## config.mk

```make
export PLATFORM = sky130hd
export DESIGN_NAME = tsps_phase_seq
export DESIGN_NICKNAME = d
export VERILOG_FILES = /design/src/tsps_pkg.sv /design/src/tsps_fifo.sv /design/src/tsps_phase_seq.sv
export VERILOG_INCLUDE_DIRS = /design/src
export SDC_FILE = /design/constraint.sdc
export NUM_CORES = 1
export LEC_CHECK = 0
export BUFFER_PORTS_ARGS = -buffer_cell sky130_fd_sc_hd__buf_4
export CAP_MARGIN = 40
export CORE_UTILIZATION = 45
export DETAILED_ROUTE_END_ITERATION = 16
export GPL_TIMING_DRIVEN = 0
export PLACE_DENSITY_LB_ADDON = 0.2
export RECOVER_POWER = 50
export SYNTH_ARGS = -nofsm -noshare
export SYNTH_HDL_FRONTEND = slang
export SYNTH_SLANG_ARGS = --single-unit
```

## constraint.sdc

```tcl
create_clock -name clock -period 3.1 [get_ports clock]
set_input_delay 0.93 -clock clock [delete_from_list [all_inputs] [get_ports clock]]
set_output_delay 0.93 -clock clock [all_outputs]
set_load 0.01 [all_outputs]
```

## src/tsps_params.svh

```systemverilog
`ifndef TSPS_PARAMS_SVH
`define TSPS_PARAMS_SVH

// ----------------------------------------
// Clock and time units
// ----------------------------------------
`define TSPS_CLK_MHZ     200
`define TSPS_NS_PER_US   1000

// ----------------------------------------
// Bus delays in ns
// ----------------------------------------
`define TSPS_T_SETTLE_NS 400
`define TSPS_T_DESKEW_NS 45
`define TSPS_T_CSKEW_NS  10
`define TSPS_T_DREL_NS   400

// ----------------------------------------
// Phase line codes {msg, cd, io}
// ----------------------------------------
`define TSPS_PH_DATA_OUT 3'h0
`define TSPS_PH_DATA_IN  3'h1
`define TSPS_PH_COMMAND  3'h2
`define TSPS_PH_STATUS   3'h3
`define TSPS_PH_MSG_OUT  3'h6
`define TSPS_PH_MSG_IN   3'h7

// ----------------------------------------
// Widths and positions
// ----------------------------------------
`define TSPS_CNT_W       16
`define TSPS_DLY_W       10
`define TSPS_FIFO_DEPTH  16
`define TSPS_PAR_BIT     8
`define TSPS_SYNC_W      12
`define TSPS_SB_RST      11
`define TSPS_SB_ATN      10
`define TSPS_SB_ACK      9

`endif

```

## src/tsps_pkg.sv

```systemverilog
`include "tsps_params.svh"

package tsps_pkg;

    // ----------------------------------------
    // Bus and command types
    // ----------------------------------------
    typedef struct packed {
        logic msg;
        logic cd;
        logic io;
    } tsps_lines_type;

    typedef enum logic [1:0] {
        TSPS_CMD_CONNECT,
        TSPS_CMD_PHASE,
        TSPS_CMD_FREE
    } tsps_op_type;

    typedef struct packed {
        tsps_op_type               op;
        tsps_lines_type            phase;
        logic [`TSPS_CNT_W-1:0]    count;
    } tsps_cmd_type;

    typedef struct packed {
        logic       valid;
        logic [7:0] data;
        logic       par_err;
    } tsps_rx_type;

    typedef enum logic [2:0] {
        TSPS_ST_FREE,
        TSPS_ST_CONN,
        TSPS_ST_SETTLE,
        TSPS_ST_LOAD,
        TSPS_ST_SETUP,
        TSPS_ST_REQ,
        TSPS_ST_ACKN,
        TSPS_ST_RESET
    } tsps_state_type;

endpackage

```

## src/tsps_fifo.sv

```systemverilog
`timescale 1ns/10ps
`include "tsps_params.svh"

module tsps_fifo #(
    parameter int WIDTH = 8,
    parameter int DEPTH = `TSPS_FIFO_DEPTH
)(
    input  wire logic             clock,
    input  wire logic             rst,
    input  wire logic             in_valid,
    input  wire logic [WIDTH-1:0] in_data,
    output logic                  in_ready,
    output logic                  out_valid,
    output logic      [WIDTH-1:0] out_data,
    input  wire logic             out_ready
);

    localparam int AW = (DEPTH > 1) ? $clog2(DEPTH) : 1;
    localparam int CW = $clog2(DEPTH + 1);

    logic [WIDTH-1:0] mem_ff [DEPTH];
    logic [AW-1:0]    wr_ff;
    logic [AW-1:0]    rd_ff;
    logic [CW-1:0]    cnt_ff;
    logic             in_ready_ff;
    logic             out_valid_ff;

    wire              push   = in_valid & in_ready_ff;
    wire              pop    = out_valid_ff & out_ready;
    wire [AW-1:0]     wr_nxt = (wr_ff == AW'(DEPTH - 1)) ? '0 : wr_ff + 1'b1;
    wire [AW-1:0]     rd_nxt = (rd_ff == AW'(DEPTH - 1)) ? '0 : rd_ff + 1'b1;
    wire [CW-1:0]     nxt_cnt = cnt_ff + CW'(push) - CW'(pop);

    assign in_ready  = in_ready_ff;
    assign out_valid = out_valid_ff;
    assign out_data  = mem_ff[rd_ff];

    always_ff @(posedge clock) begin
        if (push) begin
            mem_ff[wr_ff] <= in_data;
        end
    end

    always_ff @(posedge clock) begin
        if (rst) begin
            wr_ff        <= '0;
            rd_ff        <= '0;
            cnt_ff       <= '0;
            in_ready_ff  <= 1'b1;
            out_valid_ff <= 1'b0;
        end else begin
            wr_ff        <= push ? wr_nxt : wr_ff;
            rd_ff        <= pop ? rd_nxt : rd_ff;
            cnt_ff       <= nxt_cnt;
            in_ready_ff  <= nxt_cnt != CW'(DEPTH);
            out_valid_ff <= nxt_cnt != '0;
        end
    end

endmodule

```

## src/tsps_phase_seq.sv

```systemverilog
// Operation
// - Command phase: C/D on, I/O, MSG off
// - Data in: I/O only; data out: none
// - Status phase: C/D and I/O on
// - Message in: all three lines on
// - Message out: C/D and MSG on
// - Message phases carry whole messages only
// - Message out entered later, by choice
// - Message out bytes continue while ATN held
// - After clean message out, change phase
// - Between phases only phase, data lines change
// - Turn toward initiator: release plus settle wait
// - Turn toward target: free data promptly
// - Bus reset releases all, goes free
// - Never drive RST, always obey it
// - Free, then connection, then transfer phases
// - Without arbitration, selection precedes transfers
// - Transfer phases follow in any order
// - Skip save pointer when nothing to save
// - Phase lines stable settle through last ACK
// - BSY held, one byte per handshake
`timescale 1ns/10ps
`include "tsps_params.svh"

module tsps_phase_seq
    import tsps_pkg::*;
#(
    parameter int CNT_W       = `TSPS_CNT_W,
    parameter int DLY_W       = `TSPS_DLY_W,
    parameter int FIFO_DEPTH  = `TSPS_FIFO_DEPTH,
    parameter int T_SETTLE_NS = `TSPS_T_SETTLE_NS,
    parameter int T_DESKEW_NS = `TSPS_T_DESKEW_NS,
    parameter int T_CSKEW_NS  = `TSPS_T_CSKEW_NS,
    parameter int T_DREL_NS   = `TSPS_T_DREL_NS
)(
    input  wire logic         clock,
    input  wire logic         rst,
    input  wire logic         cmd_valid,
    input  wire tsps_cmd_type cmd,
    output logic              cmd_ready,
    output logic              done,
    output logic              done_err,
    input  wire logic         tx_valid,
    input  wire logic [7:0]   tx_data,
    output logic              tx_ready,
    output tsps_rx_type       rx,
    input  wire logic         xfer_all,
    output logic              atn_seen,
    output logic              sdp_due,
    input  wire logic         scsi_rst_i,
    input  wire logic         atn_i,
    input  wire logic         ack_i,
    input  wire logic [8:0]   db_i,
    output logic [8:0]        db_o,
    output logic              db_oe,
    output logic              bsy_oe,
    output logic              req_oe,
    output tsps_lines_type    lines_oe
);

    // ----------------------------------------
    // Delay counts
    // ----------------------------------------
    function automatic int cyc_ceil(input int t_ns);
        int c;
        c = (t_ns * `TSPS_CLK_MHZ + `TSPS_NS_PER_US - 1) / `TSPS_NS_PER_US;
        return (c < 1) ? 1 : c;
    endfunction

    localparam int CYC_SETTLE = cyc_ceil(T_SETTLE_NS);
    localparam int CYC_TURN   = cyc_ceil(T_DREL_NS) + CYC_SETTLE;
    localparam int CYC_SETUP  = cyc_ceil(T_DESKEW_NS + T_CSKEW_NS);

    // ----------------------------------------
    // Pin synchronisers
    // ----------------------------------------
    logic [`TSPS_SYNC_W-1:0] s1_ff;
    logic [`TSPS_SYNC_W-1:0] s2_ff;
    logic [`TSPS_SYNC_W-1:0] s3_ff;
    logic [`TSPS_SYNC_W-1:0] flt_ff;

    wire [`TSPS_SYNC_W-1:0]  pin_vec = {scsi_rst_i, atn_i, ack_i, db_i};
    wire [`TSPS_SYNC_W-1:0]  agree   = ~(s2_ff ^ s3_ff);
    wire [`TSPS_SYNC_W-1:0]  nxt_flt = (s3_ff & agree) | (flt_ff & ~agree);

    wire                     bus_rst = flt_ff[`TSPS_SB_RST];
    wire                     atn_f   = flt_ff[`TSPS_SB_ATN];
    wire                     ack_f   = flt_ff[`TSPS_SB_ACK];
    wire [8:0]               db_f    = flt_ff[8:0];

    always_ff @(posedge clock) begin
        if (rst) begin
            s1_ff  <= '0;
            s2_ff  <= '0;
            s3_ff  <= '0;
            flt_ff <= '0;
        end else begin
            s1_ff  <= pin_vec;
            s2_ff  <= s1_ff;
            s3_ff  <= s2_ff;
            flt_ff <= nxt_flt;
        end
    end

    // ----------------------------------------
    // Registers
    // ----------------------------------------
    tsps_state_type     state_ff;
    tsps_state_type     nxt_state;
    tsps_lines_type     lines_ff;
    tsps_lines_type     nxt_lines;
    tsps_rx_type        rx_ff;
    tsps_rx_type        nxt_rx;
    logic               bsy_ff;
    logic               nxt_bsy;
    logic               req_ff;
    logic               nxt_req;
    logic [8:0]         db_o_ff;
    logic [8:0]         nxt_db_o;
    logic               db_oe_ff;
    logic               nxt_db_oe;
    logic [DLY_W-1:0]   dly_ff;
    logic [DLY_W-1:0]   nxt_dly;
    logic [CNT_W-1:0]   left_ff;
    logic [CNT_W-1:0]   nxt_left;
    logic               ready_ff;
    logic               done_ff;
    logic               nxt_done;
    logic               err_ff;
    logic               nxt_err;
    logic               moved_ff;
    logic               nxt_moved;
    logic               wr_dir_ff;
    logic               nxt_wr_dir;
    logic               mo_ok_ff;
    logic               nxt_mo_ok;
    logic               par_bad_ff;
    logic               nxt_par_bad;
    logic               atn_ff;
    logic               sdp_ff;

    // ----------------------------------------
    // Transmit buffer
    // ----------------------------------------
    logic               f_valid;
    logic [7:0]         f_data;
    wire                f_pop = (state_ff == TSPS_ST_LOAD) & ~bus_rst;

    tsps_fifo #(
        .WIDTH     (8),
        .DEPTH     (FIFO_DEPTH)
    ) u_tx_fifo (
        .clock     (clock),
        .rst       (rst),
        .in_valid  (tx_valid),
        .in_data   (tx_data),
        .in_ready  (tx_ready),
        .out_valid (f_valid),
        .out_data  (f_data),
        .out_ready (f_pop)
    );

    // ----------------------------------------
    // Decode
    // ----------------------------------------
    wire take      = cmd_valid & ready_ff;
    wire op_conn   = cmd.op == TSPS_CMD_CONNECT;
    wire op_phase  = cmd.op == TSPS_CMD_PHASE;
    wire op_free   = cmd.op == TSPS_CMD_FREE;
    wire ph_resv   = cmd.phase.msg & ~cmd.phase.cd;
    wire ph_mo     = cmd.phase == `TSPS_PH_MSG_OUT;
    wire ph_mi     = cmd.phase == `TSPS_PH_MSG_IN;
    wire mo_bad    = ph_mo & (mo_ok_ff | ~atn_f);
    wire cnt_bad   = ~ph_mo & (cmd.count == '0);
    wire ph_bad    = ph_resv | mo_bad | cnt_bad;
    wire turn_in   = cmd.phase.io & ~db_oe_ff;
    wire dly_done  = dly_ff == '0;
    wire cur_mo    = lines_ff == `TSPS_PH_MSG_OUT;
    wire cur_mi    = lines_ff == `TSPS_PH_MSG_IN;
    wire cur_data  = ~lines_ff.msg & ~lines_ff.cd;
    wire more      = cur_mo ? atn_f : (left_ff != '0);
    wire par_ok    = ^db_f;
    wire in_phase  = (state_ff != TSPS_ST_FREE) & (state_ff != TSPS_ST_CONN)
                   & (state_ff != TSPS_ST_RESET);
    wire [DLY_W-1:0] dly_turn   = DLY_W'(CYC_TURN - 1);
    wire [DLY_W-1:0] dly_settle = DLY_W'(CYC_SETTLE - 1);
    wire [DLY_W-1:0] dly_setup  = DLY_W'(CYC_SETUP - 1);
    wire [CNT_W-1:0] left_dec   = (left_ff != '0) ? left_ff - 1'b1 : left_ff;

    // ----------------------------------------
    // Sequencer
    // ----------------------------------------
    always_comb begin
        nxt_state   = state_ff;
        nxt_lines   = lines_ff;
        nxt_bsy     = bsy_ff;
        nxt_req     = req_ff;
        nxt_db_o    = db_o_ff;
        nxt_db_oe   = db_oe_ff;
        nxt_dly     = dly_done ? dly_ff : dly_ff - 1'b1;
        nxt_left    = left_ff;
        nxt_done    = 1'b0;
        nxt_err     = 1'b0;
        nxt_rx      = '0;
        nxt_moved   = moved_ff;
        nxt_wr_dir  = wr_dir_ff;
        nxt_mo_ok   = mo_ok_ff;
        nxt_par_bad = par_bad_ff;
        if (bus_rst) begin
            // Drop every driven line at once, abandon the phase
            nxt_state = TSPS_ST_RESET;
            nxt_lines = '0;
            nxt_bsy   = 1'b0;
            nxt_req   = 1'b0;
            nxt_db_oe = 1'b0;
            nxt_moved = 1'b0;
            nxt_mo_ok = 1'b0;
            nxt_done  = in_phase;
            nxt_err   = in_phase;
        end else begin
            case (state_ff)
                TSPS_ST_RESET: begin
                    nxt_state = TSPS_ST_FREE;
                end
                TSPS_ST_FREE: begin
                    if (take) begin
                        nxt_done = 1'b1;
                        nxt_err  = ~op_conn;
                        if (op_conn) begin
                            nxt_bsy   = 1'b1;
                            nxt_moved = 1'b0;
                            nxt_mo_ok = 1'b0;
                            nxt_state = TSPS_ST_CONN;
                        end
                    end
                end
                TSPS_ST_CONN: begin
                    if (take) begin
                        if (op_free) begin
                            nxt_done  = 1'b1;
                            nxt_lines = '0;
                            nxt_bsy   = 1'b0;
                            nxt_db_oe = 1'b0;
                            nxt_state = TSPS_ST_FREE;
                        end else if (op_conn | (op_phase & ph_bad)) begin
                            nxt_done = 1'b1;
                            nxt_err  = 1'b1;
                        end else begin
                            // Only phase and data lines move here
                            nxt_lines   = cmd.phase;
                            nxt_left    = cmd.count;
                            nxt_par_bad = 1'b0;
                            nxt_mo_ok   = 1'b0;
                            nxt_db_oe   = cmd.phase.io & db_oe_ff;
                            nxt_dly     = turn_in ? dly_turn : dly_settle;
                            nxt_state   = TSPS_ST_SETTLE;
                            if (ph_mi) begin
                                nxt_moved = 1'b0;
                            end
                        end
                    end
                end
                TSPS_ST_SETTLE: begin
                    if (dly_done) begin
                        nxt_req   = ~lines_ff.io;
                        nxt_state = lines_ff.io ? TSPS_ST_LOAD : TSPS_ST_REQ;
                    end
                end
                TSPS_ST_LOAD: begin
                    if (f_valid) begin
                        nxt_db_o  = {~^f_data, f_data};
                        nxt_db_oe = 1'b1;
                        nxt_dly   = dly_setup;
                        nxt_state = TSPS_ST_SETUP;
                    end
                end
                TSPS_ST_SETUP: begin
                    if (dly_done) begin
                        nxt_req   = 1'b1;
                        nxt_state = TSPS_ST_REQ;
                    end
                end
                TSPS_ST_REQ: begin
                    if (ack_f) begin
                        // Exactly one byte per handshake
                        nxt_req  = 1'b0;
                        nxt_left = left_dec;
                        nxt_state = TSPS_ST_ACKN;
                        if (~lines_ff.io) begin
                            nxt_rx.valid   = 1'b1;
                            nxt_rx.data    = db_f[7:0];
                            nxt_rx.par_err = ~par_ok;
                        end
                        if (cur_data) begin
                            nxt_moved  = 1'b1;
                            nxt_wr_dir = ~lines_ff.io;
                        end
                        if (cur_mo & ~par_ok) begin
                            nxt_par_bad = 1'b1;
                        end
                    end
                end
                TSPS_ST_ACKN: begin
                    if (~ack_f) begin
                        if (more) begin
                            // Message stays whole inside one phase
                            nxt_req   = ~lines_ff.io;
                            nxt_state = lines_ff.io ? TSPS_ST_LOAD : TSPS_ST_REQ;
                        end else begin
                            nxt_done  = 1'b1;
                            nxt_err   = cur_mo & par_bad_ff;
                            nxt_mo_ok = cur_mo & ~par_bad_ff;
                            nxt_moved = cur_mi ? moved_ff : moved_ff;
                            nxt_state = TSPS_ST_CONN;
                        end
                    end
                end
                default: begin
                    nxt_state = TSPS_ST_FREE;
                end
            endcase
        end
    end

    wire nxt_ready = ~bus_rst
                   & ((nxt_state == TSPS_ST_FREE) | (nxt_state == TSPS_ST_CONN));

    always_ff @(posedge clock) begin
        if (rst) begin
            state_ff   <= TSPS_ST_FREE;
            lines_ff   <= '0;
            bsy_ff     <= 1'b0;
            req_ff     <= 1'b0;
            db_o_ff    <= '0;
            db_oe_ff   <= 1'b0;
            dly_ff     <= '0;
            left_ff    <= '0;
            ready_ff   <= 1'b0;
            done_ff    <= 1'b0;
            err_ff     <= 1'b0;
            rx_ff      <= '0;
            moved_ff   <= 1'b0;
            wr_dir_ff  <= 1'b0;
            mo_ok_ff   <= 1'b0;
            par_bad_ff <= 1'b0;
            atn_ff     <= 1'b0;
            sdp_ff     <= 1'b0;
        end else begin
            state_ff   <= nxt_state;
            lines_ff   <= nxt_lines;
            bsy_ff     <= nxt_bsy;
            req_ff     <= nxt_req;
            db_o_ff    <= nxt_db_o;
            db_oe_ff   <= nxt_db_oe;
            dly_ff     <= nxt_dly;
            left_ff    <= nxt_left;
            ready_ff   <= nxt_ready;
            done_ff    <= nxt_done;
            err_ff     <= nxt_err;
            rx_ff      <= nxt_rx;
            moved_ff   <= nxt_moved;
            wr_dir_ff  <= nxt_wr_dir;
            mo_ok_ff   <= nxt_mo_ok;
            par_bad_ff <= nxt_par_bad;
            atn_ff     <= atn_f;
            sdp_ff     <= moved_ff & ~(wr_dir_ff & xfer_all);
        end
    end

    // ----------------------------------------
    // Outputs
    // ----------------------------------------
    assign cmd_ready = ready_ff;
    assign done      = done_ff;
    assign done_err  = err_ff;
    assign rx        = rx_ff;
    assign atn_seen  = atn_ff;
    assign sdp_due   = sdp_ff;
    assign db_o      = db_o_ff;
    assign db_oe     = db_oe_ff;
    assign bsy_oe    = bsy_ff;
    assign req_oe    = req_ff;
    assign lines_oe  = lines_ff;

endmodule

```

==> impl_metrics.env <==
export IMPL_status="complete, no violations"
export IMPL_worstSkewPairLatency_ns=0.52
export IMPL_cts_made_buffers=27
export IMPL_synthToLayoutAreaGrowth_pct=16.9
export IMPL_max_slew_margin_pct=41.7
export IMPL_fin_ws_ns=0.242
export IMPL_avgSynthCellArea_um2=12.0
export IMPL_crit_fanout=8
export IMPL_grt_usage_pct=19.9
export IMPL_grt_start_max_net_pins=17
export IMPL_post_drt_wl_per_cell_um=17.7
export IMPL_post_route_util_pct=54.2
export IMPL_ys_warn_count=0
export IMPL_layout_drive_gt1_share_pct=14.5
export IMPL_holdWs_ns=0.438
export IMPL_syn_area_um2=10600
export IMPL_first_global_vias=6859
export IMPL_fmaxAchievable_ghz=0.350
export IMPL_syn_instance_count=885
export IMPL_synth_xor_area_share_pct=2.48
export IMPL_period_share_pct=92.2
export IMPL_synth_common_cells="dfxtp_1, edfxtp_1, nand2_1, a21oi_1, nor2_1"
export IMPL_ys_seq_area_share_pct=60.9
export IMPL_pin_count=77
export IMPL_holdBufCountCts=0
export IMPL_cp_arrival_ns=3.23
export IMPL_muxShareOfSynthArea_pct=7.54
export IMPL_synth_most_common_cell="dfxtp_1"
export IMPL_startpoint_type="register"
export IMPL_ys_ff_latch=258
export IMPL_cts_tree="yes"
export IMPL_die_area_um2=24100
export IMPL_die_y_um=155
export IMPL_final_area_um2=12400
export IMPL_r2r_cells=14
export IMPL_port_buffers=75
export IMPL_synth_fa_ha_area_share_pct=1.61
export IMPL_antenna_found_initial=0
export IMPL_p_leak_nw=4.33
export IMPL_clk_pin_slew_ns=0.06
export IMPL_synth_compound_area_share_pct=10.1
export IMPL_initial_core_util_pct=46.3
export IMPL_drv_slew=0
export IMPL_power_total_mw=8.21
export IMPL_cts_buffer_depth=3
export IMPL_viasPerCell=5.33
export IMPL_die_x_um=155
export IMPL_critical_path_max_stage_delay_ns=0.42
export IMPL_yosys_cell_types_count=64
export IMPL_async_reset_ff_share_pct=0
export IMPL_fin_nets=1055
export IMPL_cp_top_family="adder cells"
export IMPL_tightest_slew_ns=0.875
export IMPL_drt_pass1_iterations=5
export IMPL_grt_first_pass_wirelength_um=37100
export IMPL_skew_ns=0.00806
export IMPL_worst_path_buf_inv=4
export IMPL_hold_viol=0
export IMPL_ctsRootBufferMaster="clkbuf_16"
export IMPL_place_ws_ns=-0.338
export IMPL_gp_routability_congestion=0.938
export IMPL_synthTopCellsByArea="edfxtp_1, dfxtp_1, mux4_2, nand2_1, a21oi_1"
export IMPL_dp_cells=1280
export IMPL_setup_violations=0
export IMPL_syn_nets=944
export IMPL_fin_cells=1329
export IMPL_synth_simple_area_share_pct=14.1
export IMPL_hold_class="reg -> reg"
export IMPL_r2r_start="state_ff[2]"
export IMPL_clock_sinks=258
export IMPL_period_needed_ns=2.86
export IMPL_rsz0062_at_grt="false"
export IMPL_drc=0
export IMPL_synth_top_area_share_pct=36.3
export IMPL_routed_via_count=7088
export IMPL_max_cap_violations=0
export IMPL_dp_hpwl_um=16400
export IMPL_path_cells="nand2b_1 -> nor2_1 -> nand3_4 -> clkinvlp_4 -> ha_1 -> inv_1 -> ha_1 -> inv_1 -> fa_1 -> inv_1 -> a21o_1 -> a21oi_1 -> xnor2_1 -> a21oi_1"
export IMPL_min_path_cells=1
export IMPL_synth_top_family_by_area="simple AND/OR/NAND/NOR gates"
export IMPL_criticalPathCategory="reg -> reg"
export IMPL_hold_start="s1_ff[11]"
export IMPL_totalWireLength_um=23600
export IMPL_rows=55
export IMPL_htreeDepth=1
export IMPL_p_per_area_nw_per_um2=663
export IMPL_r2r_end="u_tx_fifo.out_valid"
export IMPL_end_kind="register"
export IMPL_grt_overflow_total=0
export IMPL_vdd_ir_drop_max_uv=424
export IMPL_antenna_left=0
export IMPL_first_iter_violations=606
export IMPL_ys_flop_type="dfxtp_1"
export IMPL_tns_ns=0
export IMPL_place_area_um2=11600
export IMPL_core_area_um2=22800
export IMPL_critical_path_required_ns=3.47
export IMPL_synth_edf_count=128
export IMPL_yosys_area_top_type="edfxtp_1"
export IMPL_cpMaxStageDelayCell="fa_1"
export IMPL_cpMostUsedCell="inv_1"
export IMPL_rrSetupSlack_ns=0.24
export IMPL_worstHoldEndpoint="s2_ff[11]"
state kept, by name, indices dropped and copies added, names as in the netlist, 4 cells and up, named ones only:
register          count
left_ff              16
u_tx_fifo.wr_ff       4
u_tx_fifo.rd_ff       4
u_tx_fifo.cnt_ff      5
dly_ff               10
db_o                  9
u_tx_fifo.mem_ff    128
s1_ff                12
s2_ff                12
s3_ff                12
rx                   10
power breakdown:
group | total (mW) | internal, mW | leakage, nW | switching, mW
sequential | 3.88 | 3.77 | 2.21 | 0.111
clock | 3.14 | 1.85 | 0.424 | 1.29
combinational | 1.18 | 0.498 | 1.69 | 0.685
total | 8.21 | 6.12 | 4.33 | 2.09
worst max-delay path by stage:
stage / start / end / depth (start not counted)
floorplan: state_ff[2] / u_tx_fifo.in_ready / 16
global placement: state_ff[2] / u_tx_fifo.out_valid / 15
detailed placement: state_ff[2] / u_tx_fifo.out_valid / 15
CTS: state_ff[2] / u_tx_fifo.out_valid / 14
global route: state_ff[2] / u_tx_fifo.out_valid / 14
finish: state_ff[2] / u_tx_fifo.out_valid / 14
worst register-to-register path, delay by kind of cell (launching register included):
family,cells,cell delay [ns]
and+or+nand+nor,3,0.72
AOI/OAI and AO/OA,3,0.28
xor gates and xnor gates,1,0.22
DFF,1,0.34
adders and majority gates,3,0.80
buffers and inverters,4,0.35
cells by family (layout without fill, tap and decap cells):
kind of cell             Yosys count  in the layout
AO/OA/AOI/OAI                    177            177
XOR/XNOR                          30             30
adder cells (fa/ha/maj)           13             13
buffers and inverters             70            200
flip-flops                       258            258
multiplexers                      36             36
other                              0              1
AND/OR/NAND/NOR                  301            301
cell type report:
class / instances / area [um2]
fillers: 2010 / 10500
flip-flops and latches: 258 / 6450
multi-input cells: 557 / 3810
clock buffers: 35 / 737
repair buffers: 83 / 523
well taps: 313 / 392
plain buffers: 43 / 231
clock inverters: 13 / 128
inverters: 26 / 101
diodes: 1 / 2.50
metal layers:
metal | vias to the layer above | global-route usage, % | part of all wire (%)
met2 | 225 | 30.9 | 45
met5 | - | 0 | 0
met1 | 3384 | 28.6 | 46
met3 | 37 | 3.34 | 6.3
met4 | 0 | 5.70 | 2.0
li1 | 3442 | - | -
cell usage in the layout (no fill, tap or decap), types with 3 or more instances in the layout:
cell type and count:
a21oi_1 65, nor2_1 63, o21a_1 3, or3_1 5, mux4_1 10, a22oi_1 19, nand2_1 100, o31ai_1 4
clkinv_2 7, a31oi_1 3, mux4_2 22, edfxtp_1 128, nor2b_1 45, o21ai_1 5, nor4_1 9, nand3b_1 5
buf_4 57, mux2i_1 4, a221oi_1 3, nor4_2 3, clkinvlp_4 3, a211oi_1 7, ha_1 12, or2_2 4
clkbuf_16 28, nand3_1 8, a21o_1 4, clkbuf_1 60, dfxtp_1 130, xnor2_1 20, nor3_1 24, and2_1 16
o22ai_1 3, nor3b_1 3, nand2b_1 5, inv_1 25, o21ai_0 42, xor2_1 10, buf_2 6
what timing repair did:
| item | 4_1_cts | 5_1_grt |
|---|---|---|
| setup buffers | 1 | 0 |
| gates resized for setup | 1 | 2 |
| setup endpoints to repair | 4 | 3 |
No activity file was read; power rests on OpenSTA's default activity.
